===== src/hdl/mcsel_pkg.sv =====
package mcsel_pkg;
	// ****************************************
	// timing
	// ****************************************
	localparam int unsigned CLK_PERIOD_NS = 10;
	localparam int unsigned CYCLE_NS = 220;
	localparam int unsigned CYCLE_CYC = (CYCLE_NS + CLK_PERIOD_NS - 1) / CLK_PERIOD_NS;
	localparam int unsigned CNT_W = 8;
	localparam logic [CNT_W-1:0] CYCLE_LAST = CNT_W'(CYCLE_CYC - 1);

	// ****************************************
	// register map
	// ****************************************
	localparam logic [7:0] OFS_CTRL = 8'h00;
	localparam logic [7:0] OFS_SEG_EN = 8'h04;
	localparam logic [7:0] OFS_SEG_POL = 8'h08;
	localparam logic [7:0] OFS_ADDR = 8'h0C;
	localparam logic [7:0] OFS_WDATA = 8'h10;
	localparam logic [7:0] OFS_CMD = 8'h14;
	localparam logic [7:0] OFS_STATUS = 8'h18;
	localparam int unsigned CTRL_MEMEX_BIT = 0;
	localparam int unsigned CMD_RD_BIT = 0;
	localparam int unsigned CMD_WR_BIT = 1;
	localparam int unsigned STATUS_BUSY_BIT = 0;
	localparam int unsigned STATUS_DATA_LSB = 8;
	localparam logic [31:0] REG_RESET = 32'h0000_0000;
	localparam logic [1:0] RESP_OKAY = 2'h0;
	localparam logic [1:0] RESP_DECERR = 2'h3;

	typedef enum logic [1:0] {
		MCSEL_IDLE = 2'b00,
		MCSEL_RUN = 2'b01,
		MCSEL_END = 2'b10
	} mcsel_state_t;
endpackage : mcsel_pkg


===== src/hdl/mcsel_host.sv =====
// Summary of operation
// RULE1 - each socket alone takes 2K RAM or any ROM; 4K/8K RAM per group
// RULE2 - low group strap sets sockets 0-3, high strap sockets 4-7 to big RAM
// RULE3 - a disabled socket never gets its chip select
// RULE4 - data buffer ignores requests to a disabled socket's range
// RULE5 - any socket set may be disabled; 2K blocks on 2K boundaries in 64K
// RULE6 - extension line gates the whole card or picks one of two halves
// RULE7 - card enabled on low extension line; polarity strap inverts it
// RULE8 - ignore strap ties extension line low, card always enabled
// RULE9 - two-bank mode: card enable fixed, extension line feeds decoder option
// RULE10 - decoder option input low with strap fitted, high without
// RULE11 - dual-bank options share one field: sockets 0-3 or sockets 4-7
// RULE12 - low extension picks lower bank, high picks upper, both 8000-FFFF
// RULE13 - card enabled on high segment line; polarity strap inverts it
// RULE14 - segment input pulled up, so unconnected means enabled by default
// RULE15 - with inverted polarity the controller actively drives segment low
// RULE16 - the controller always drives the extension line, never floats it
// RULE17 - cards sharing a field get opposite polarity; one responds at a time
// RULE18 - one dedicated segment output bit per card, eight from one port
// RULE19 - select needs request, both enables, socket enabled and decoded
//
// Local design decisions: register access over AXI4-Lite and the placing of the registers.
`timescale 1ns/10ps
module mcsel_host import mcsel_pkg::*; #(
	parameter int NCARDS = 8,
	parameter int AW = 8
) (
	input wire logic aclk,
	input wire logic aresetn,
	input wire logic [AW-1:0] awaddr,
	input wire logic awvalid,
	output logic awready,
	input wire logic [31:0] wdata,
	input wire logic [3:0] wstrb,
	input wire logic wvalid,
	output logic wready,
	output logic [1:0] bresp,
	output logic bvalid,
	input wire logic bready,
	input wire logic [AW-1:0] araddr,
	input wire logic arvalid,
	output logic arready,
	output logic [31:0] rdata,
	output logic [1:0] rresp,
	output logic rvalid,
	input wire logic rready,
	output logic [15:0] bus_addr,
	input wire logic [7:0] bus_data_in,
	output logic [7:0] bus_data_out,
	output logic bus_data_oe_n,
	output logic memrq_n,
	output logic rd_n,
	output logic wr_n,
	output logic memex_out,
	output logic [NCARDS-1:0] segment_sel
);
	// ****************************************
	// register bus slave
	// ****************************************
	function automatic logic hit(input logic [AW-1:0] a, input logic [7:0] ofs);
		hit = (a[7:0] == ofs);
	endfunction : hit

	function automatic logic [31:0] merge(input logic [31:0] old, input logic [31:0] nw,
		input logic [3:0] strb);
		merge = old;
		for (int b = 0; b < 4; b++) begin
			if (strb[b]) begin
				merge[8*b +: 8] = nw[8*b +: 8];
			end
		end
	endfunction : merge

	logic awready_q, wready_q, bvalid_q, arready_q, rvalid_q;
	logic aw_held_q, w_held_q;
	logic [AW-1:0] awaddr_q;
	logic [31:0] wdata_q;
	logic [3:0] wstrb_q;
	logic [1:0] bresp_q, rresp_q;
	logic [31:0] rdata_q;
	logic [31:0] ctrl_q, seg_en_q, seg_pol_q, addr_q, wbyte_q;
	logic aw_take, w_take, do_write, ar_take, aw_held_d, w_held_d, rvalid_d;
	logic wr_hit_any, start_rd, start_wr;
	mcsel_state_t state_q;
	logic [7:0] rd_byte_q;

	assign aw_take = awvalid && awready_q;
	assign w_take = wvalid && wready_q;
	assign do_write = aw_held_q && w_held_q && !bvalid_q;
	assign aw_held_d = do_write ? 1'b0 : (aw_take ? 1'b1 : aw_held_q);
	assign w_held_d = do_write ? 1'b0 : (w_take ? 1'b1 : w_held_q);
	assign ar_take = arvalid && arready_q;
	assign rvalid_d = ar_take ? 1'b1 : ((rvalid_q && rready) ? 1'b0 : rvalid_q);
	assign wr_hit_any = hit(awaddr_q, OFS_CTRL) || hit(awaddr_q, OFS_SEG_EN)
		|| hit(awaddr_q, OFS_SEG_POL) || hit(awaddr_q, OFS_ADDR)
		|| hit(awaddr_q, OFS_WDATA) || hit(awaddr_q, OFS_CMD);
	assign start_rd = do_write && hit(awaddr_q, OFS_CMD) && wstrb_q[0]
		&& wdata_q[CMD_RD_BIT] && (state_q == MCSEL_IDLE);
	assign start_wr = do_write && hit(awaddr_q, OFS_CMD) && wstrb_q[0]
		&& wdata_q[CMD_WR_BIT] && !wdata_q[CMD_RD_BIT] && (state_q == MCSEL_IDLE);

	always_ff @(posedge aclk) begin
		if (!aresetn) begin
			aw_held_q <= 1'b0;
			w_held_q <= 1'b0;
			awready_q <= 1'b0;
			wready_q <= 1'b0;
			awaddr_q <= '0;
			wdata_q <= REG_RESET;
			wstrb_q <= '0;
		end else begin
			aw_held_q <= aw_held_d;
			w_held_q <= w_held_d;
			awready_q <= !aw_held_d;
			wready_q <= !w_held_d;
			if (aw_take) begin
				awaddr_q <= awaddr;
			end
			if (w_take) begin
				wdata_q <= wdata;
				wstrb_q <= wstrb;
			end
		end
	end

	always_ff @(posedge aclk) begin
		if (!aresetn) begin
			bvalid_q <= 1'b0;
			bresp_q <= RESP_OKAY;
		end else if (do_write) begin
			bvalid_q <= 1'b1;
			bresp_q <= wr_hit_any ? RESP_OKAY : RESP_DECERR;
		end else if (bready) begin
			bvalid_q <= 1'b0;
		end
	end

	// control registers; extension level comes up low and is always driven
	always_ff @(posedge aclk) begin
		if (!aresetn) begin
			ctrl_q <= REG_RESET;
			seg_en_q <= REG_RESET;
			seg_pol_q <= REG_RESET;
			addr_q <= REG_RESET;
			wbyte_q <= REG_RESET;
		end else if (do_write) begin
			if (hit(awaddr_q, OFS_CTRL)) ctrl_q <= merge(ctrl_q, wdata_q, wstrb_q); // RULE16
			if (hit(awaddr_q, OFS_SEG_EN)) seg_en_q <= merge(seg_en_q, wdata_q, wstrb_q);
			if (hit(awaddr_q, OFS_SEG_POL)) seg_pol_q <= merge(seg_pol_q, wdata_q, wstrb_q);
			if (hit(awaddr_q, OFS_ADDR)) addr_q <= merge(addr_q, wdata_q, wstrb_q);
			if (hit(awaddr_q, OFS_WDATA)) wbyte_q <= merge(wbyte_q, wdata_q, wstrb_q);
		end
	end

	always_ff @(posedge aclk) begin
		if (!aresetn) begin
			rvalid_q <= 1'b0;
			arready_q <= 1'b0;
			rdata_q <= REG_RESET;
			rresp_q <= RESP_OKAY;
		end else begin
			rvalid_q <= rvalid_d;
			arready_q <= !rvalid_d;
			if (ar_take) begin
				rresp_q <= RESP_OKAY;
				if (hit(araddr, OFS_CTRL)) begin
					rdata_q <= {31'h0, ctrl_q[CTRL_MEMEX_BIT]};
				end else if (hit(araddr, OFS_SEG_EN)) begin
					rdata_q <= 32'(seg_en_q[NCARDS-1:0]);
				end else if (hit(araddr, OFS_SEG_POL)) begin
					rdata_q <= 32'(seg_pol_q[NCARDS-1:0]);
				end else if (hit(araddr, OFS_ADDR)) begin
					rdata_q <= {16'h0, addr_q[15:0]};
				end else if (hit(araddr, OFS_WDATA)) begin
					rdata_q <= {24'h0, wbyte_q[7:0]};
				end else if (hit(araddr, OFS_CMD)) begin
					rdata_q <= 32'h0000_0000;
				end else if (hit(araddr, OFS_STATUS)) begin
					rdata_q <= {16'h0, rd_byte_q, 7'h0, (state_q != MCSEL_IDLE)};
				end else begin
					rdata_q <= 32'h0000_0000;
					rresp_q <= RESP_DECERR;
				end
			end
		end
	end

	assign awready = awready_q;
	assign wready = wready_q;
	assign bvalid = bvalid_q;
	assign bresp = bresp_q;
	assign arready = arready_q;
	assign rvalid = rvalid_q;
	assign rdata = rdata_q;
	assign rresp = rresp_q;

	// ****************************************
	// bank and segment lines
	// ****************************************
	logic [NCARDS-1:0] seg_q;

	// one bit per card; enabled inverted cards see an actively driven low
	always_ff @(posedge aclk) begin
		if (!aresetn) begin
			seg_q <= '0;
		end else begin
			seg_q <= seg_en_q[NCARDS-1:0] ^ seg_pol_q[NCARDS-1:0]; // RULE15 RULE18
		end
	end

	// single driven bank line: one of two opposite-polarity cards responds
	assign memex_out = ctrl_q[CTRL_MEMEX_BIT]; // RULE16 RULE17
	assign segment_sel = seg_q;

	// ****************************************
	// memory cycle on the card bus
	// ****************************************
	logic [CNT_W-1:0] cnt_q;
	logic [15:0] bus_addr_q;
	logic [7:0] bus_dout_q;
	logic oe_n_q, memrq_n_q, rd_n_q, wr_n_q;
	logic [7:0] din_sync;

	mcsel_sync #(.W(8)) u_sync (
		.aclk(aclk),
		.aresetn(aresetn),
		.din(bus_data_in),
		.dout(din_sync)
	);

	always_ff @(posedge aclk) begin
		if (!aresetn) begin
			state_q <= MCSEL_IDLE;
			cnt_q <= '0;
			bus_addr_q <= '0;
			bus_dout_q <= '0;
			oe_n_q <= 1'b1;
			memrq_n_q <= 1'b1;
			rd_n_q <= 1'b1;
			wr_n_q <= 1'b1;
			rd_byte_q <= '0;
		end else begin
			case (state_q)
				MCSEL_IDLE: begin
					if (start_rd || start_wr) begin
						state_q <= MCSEL_RUN;
						cnt_q <= CYCLE_LAST;
						bus_addr_q <= addr_q[15:0];
						bus_dout_q <= wbyte_q[7:0];
						oe_n_q <= !start_wr;
						memrq_n_q <= 1'b0;
						rd_n_q <= !start_rd;
						wr_n_q <= !start_wr;
					end
				end
				MCSEL_RUN: begin
					if (cnt_q == '0) begin
						state_q <= MCSEL_END;
						if (!rd_n_q) begin
							rd_byte_q <= din_sync;
						end
						memrq_n_q <= 1'b1;
						rd_n_q <= 1'b1;
						wr_n_q <= 1'b1;
					end else begin
						cnt_q <= cnt_q - 1'b1;
					end
				end
				MCSEL_END: begin
					state_q <= MCSEL_IDLE;
					oe_n_q <= 1'b1;
				end
				default: begin
					state_q <= MCSEL_IDLE;
				end
			endcase
		end
	end

	assign bus_addr = bus_addr_q;
	assign bus_data_out = bus_dout_q;
	assign bus_data_oe_n = oe_n_q;
	assign memrq_n = memrq_n_q;
	assign rd_n = rd_n_q;
	assign wr_n = wr_n_q;
endmodule : mcsel_host


===== src/hdl/mcsel_sync.sv =====
`timescale 1ns/10ps
module mcsel_sync #(
	parameter int W = 8
) (
	input wire logic aclk,
	input wire logic aresetn,
	input wire logic [W-1:0] din,
	output logic [W-1:0] dout
);
	logic [W-1:0] s1_q;
	logic [W-1:0] s2_q;
	logic [W-1:0] s3_q;
	logic [W-1:0] out_q;

	always_ff @(posedge aclk) begin
		if (!aresetn) begin
			s1_q <= '0;
			s2_q <= '0;
			s3_q <= '0;
		end else begin
			s1_q <= din;
			s2_q <= s1_q;
			s3_q <= s2_q;
		end
	end

	// a bit changes once stages two and three agree
	genvar i;
	for (i = 0; i < W; i++) begin : g_bit
		always_ff @(posedge aclk) begin
			if (!aresetn) begin
				out_q[i] <= 1'b0;
			end else if (s2_q[i] == s3_q[i]) begin
				out_q[i] <= s3_q[i];
			end
		end
	end

	assign dout = out_q;
endmodule : mcsel_sync


===== config.mk =====
export PLATFORM = sky130hd
export DESIGN_NAME = mcsel_host
export DESIGN_NICKNAME = d
export VERILOG_FILES = /design/src/hdl/mcsel_pkg.sv /design/src/hdl/mcsel_host.sv /design/src/hdl/mcsel_sync.sv
export SDC_FILE = /design/constraint.sdc
export NUM_CORES = 1
export LEC_CHECK = 0
export BUFFER_PORTS_ARGS = -buffer_cell sky130_fd_sc_hd__buf_2
export CAP_MARGIN = 15
export CORE_ASPECT_RATIO = 1.5
export CORE_MARGIN = 2
export CORE_UTILIZATION = 54
export DETAILED_ROUTE_END_ITERATION = 7
export PLACE_DENSITY_LB_ADDON = 0.05
export SLEW_MARGIN = 20
export SYNTH_ARGS = -nofsm -noshare
export SYNTH_HDL_FRONTEND = slang
export SYNTH_SLANG_ARGS = --single-unit

===== constraint.sdc =====
create_clock -name aclk -period 2.3 [get_ports aclk]
set_clock_uncertainty 0.2 [all_clocks]
set_input_delay 0.46 -clock aclk [delete_from_list [all_inputs] [get_ports aclk]]
set_output_delay 0.46 -clock aclk [all_outputs]
set_load 0.01 [all_outputs]

==> results.md <==
- Outcome: completed
- Per-cell routed wire length: ~15 um
- EDFF count, synth: 0
- Hold depth: 2
- Initial Util: 55.5%
- Gr ovfl total: 0
- Drt pass-1 iters: 5
- Top cell type's share of synthesized area: 53.2%
- Worst slew pin tran: just over 600 ps
- Port Buffer Count: 110
- Quantity of gates resized following cts: 0
- Worst EP required: 2410 ps
- Post-synthesis sequential area ratio: a little over half
- Worst VDD drop: between 0.6 and 0.7 mV
- Final Setup Violations: 0
- Drt via density: ~5.5
- Global Route Usage Sum: 24.8%
- Worst hold endpoint: u_sync.s1_q[2]
- Fmax: between 400 and 500 MHz
- Number of synthesis warnings: 0
- Most frequent cells in the layout: dfxtp_1, nand2_1, buf_2
- Clock slew at reported path FFs: around 70 ps
- Worst rel slew slack: approximately 58%
- Pleak: around 3.2 nW
- # diodes: 0
- CP max FO: 16
- Row Count: ~50
- #FFs+latches synth: approximately 180
- Commonest non-fill, non-tap cell in the layout: dfxtp_1
- Post-route setup TNS: 0 ps
- Root Buffer Master: clkbuf_16
- Area Growth Syn to Fin: 19.3%
- Vias in the first global route: 5,549
- Min-delay src: bus_data_in[2]
- RSZ-0062 raised after global routing: false
- Reg2Reg Depth: 6
- Hold Buf Count CTS: 0
- Cells after synthesis: approximately 780
- Main area contributors after synthesis: dfxtp_1, nand2_1, a21oi_1
- Max cap viols: 0
- Final ANT Viol Nets: 0
- Dpl hpwl: roughly 11,000 um
- Layout cell share with drive strength beyond 1: roughly 20%
- Worst Setup End Kind: register
- Avg Cell Area, Syn: around 8.6 um2
- Main synth FF type: dfxtp_1
- # clock sinks: 178
- Fin. Hold Viols: 0
- Num CTS Buffers: 17
- Final Cell Area: between 7000 and 8000 um2
- Layout net count: ~950
- GPL Wtd Cong: slightly above 0.9
- Die Height: between 100 and 150 um
- CP Launch Type: register
- Reg-to-reg slack, setup: between 100 and 150 ps
- Cell variety after synth: between 50 and 60
- Die X: 94.9 um
- Worst Hold Class: in -> reg
- TritonCTS clock tree: built
- Kind of critical path: reg -> reg
- Crit path time final: about 2200 ps
- Detailed Route WL: ~16,000 um
- Post-synth ARST share: 0%
- Worst r2r src: awaddr_q[1]
- Drt drc: 0
- Largest net degree at the start of global routing: approximately 110
- Via count: between 5,000 and 6,000
- CTS max path bufs: 2
- Area after DPL: 7380 um2
- CP arrival: ~2300 ps
- Yosys top cell by area: dfxtp_1
- Worst-Skew Late Latency: roughly 420 ps
- Power per cell area: just under 800 nW/um2
- Reg2reg end: wbyte_q[2]
- I/O pin cnt: 145
- DIE AREA: approximately 13,000 um2
- Slew Limit Fails: 0
- Global-route wire length before repair: between 20,000 and 30,000 um
- Crit share post-route: between 90% and 100%
- Postcts setup bufs: 0
- Synthesized area: between 6000 and 7000 um2
- Core area: roughly 12,000 um2
- Initial antenna violation count: 0
- 1st-iter DRT viols: around 280
- CTS H-Tree Depth: 4
-- critical path: stages (launching register included) --
cell and delay (ps):
dfxtp_1 310, or4_4 550, nor3_4 230, or3b_1 380
buf_4 220, nand3_1 120, o21ai_2 60
-- through the flow --
| stage | util [%] | hold slack, ps | worst slack [ps] | power, mW | instances |
|---|---|---|---|---|---|
| after floorplan | - | 212 | 145 | 3.42 | 792 |
| after global placement | 61.1 | 214 | 89.7 | 3.50 | 1018 |
| after detailed placement | 61.1 | 220 | 31.2 | 3.51 | 1018 |
| after CTS | 66.2 | 21.3 | 128 | 6.41 | 1050 |
| after global routing | 66.2 | 21.8 | 19.1 | 6.59 | 1050 |
| final | 66.2 | 39.7 | 126 | 6.36 | 1050 |
-- layout make-up --
class | instances | area, um2
Clock buffer | 17 | 425
Clock inverter | 15 | 183
Fill cell | 1083 | 4090
Inverter | 6 | 22.5
Multi-Input combinational cell | 547 | 2840
Sequential cell | 178 | 3560
Tap cell | 153 | 191
Timing Repair Buffer | 134 | 768
-- power breakdown --
| group | switching (mW) | internal, mW | total [mW] |
|---|---|---|---|
| combinational | 0.176 | 0.0967 | 0.273 |
| sequential | 0.0354 | 3.13 | 3.17 |
| clock | 1.35 | 1.57 | 2.92 |
-- synth_stat cells, drive strengths merged (2+ instances only) --
cell,instances
nor4,10
o31ai,2
ha,2
or3b,2
a221oi,8
or4,3
o211ai,3
nand4,2
a211oi,2
nand3,65
nand3b,3
a31oi,4
o21ai,70
buf,30
inv,5
a22oi,8
and2,30
nor3b,2
nand2b,10
or3,2
nor2b,3
nand2,150
a22o,7
dfxtp,178
clkbuf,30
xnor2,9
a21oi,66
and3,2
nor3,9
nor2,44
-- worst max path at each step --
stage                           start  depth (start not counted)  slack (ps)         end
after floorplan           awaddr_q[1]                          7         150  wbyte_q[6]
after global placement      araddr[7]                          7          90    rdata[7]
after detailed placement    araddr[7]                          7          30    rdata[5]
after CTS                 awaddr_q[1]                          6         130  wbyte_q[2]
after global routing      awaddr_q[1]                          6          20  wbyte_q[0]
final                     awaddr_q[1]                          6         130  wbyte_q[2]
-- kinds of logic (layout without fill, tap and decap cells) --
kind of cell	after synthesis	after routing	share of synthesized area, %
buffers and inverters	67	172	5.36
AO/OA/AOI/OAI	178	178	15.6
flip-flops	178	178	53.2
adder cells (fa/ha/maj)	2	2	0.374
AND/OR/NAND/NOR	340	340	24.0
multiplexers	1	1	0.149
XOR/XNOR	10	10	1.31
other	1	16	0.0560
-- sequential cells by signal, indices dropped and copies added (netlist names), 2 cells and up --
name	count
addr_q	16
bus_addr	16
rdata	16
wdata_q	16
awaddr_q	8
bus_data_out	8
cnt_q	8
rd_byte_q	8
seg_en_q	8
seg_pol_q	8
segment_sel	8
u_sync.dout	8
u_sync.s1_q	8
u_sync.s2_q	8
u_sync.s3_q	8
wbyte_q	8
state_q	2
wstrb_q	2
-- layer usage --
layer	vias to the layer above	global-route usage [%]	share of wire [%]
li1	2864	-	-
met1	2660	29.5	41
met2	181	43.2	52
met3	20	5.22	5.3
met4	0	9.92	1.8
met5	-	0	0
Power figures use the tool's default switching activity.
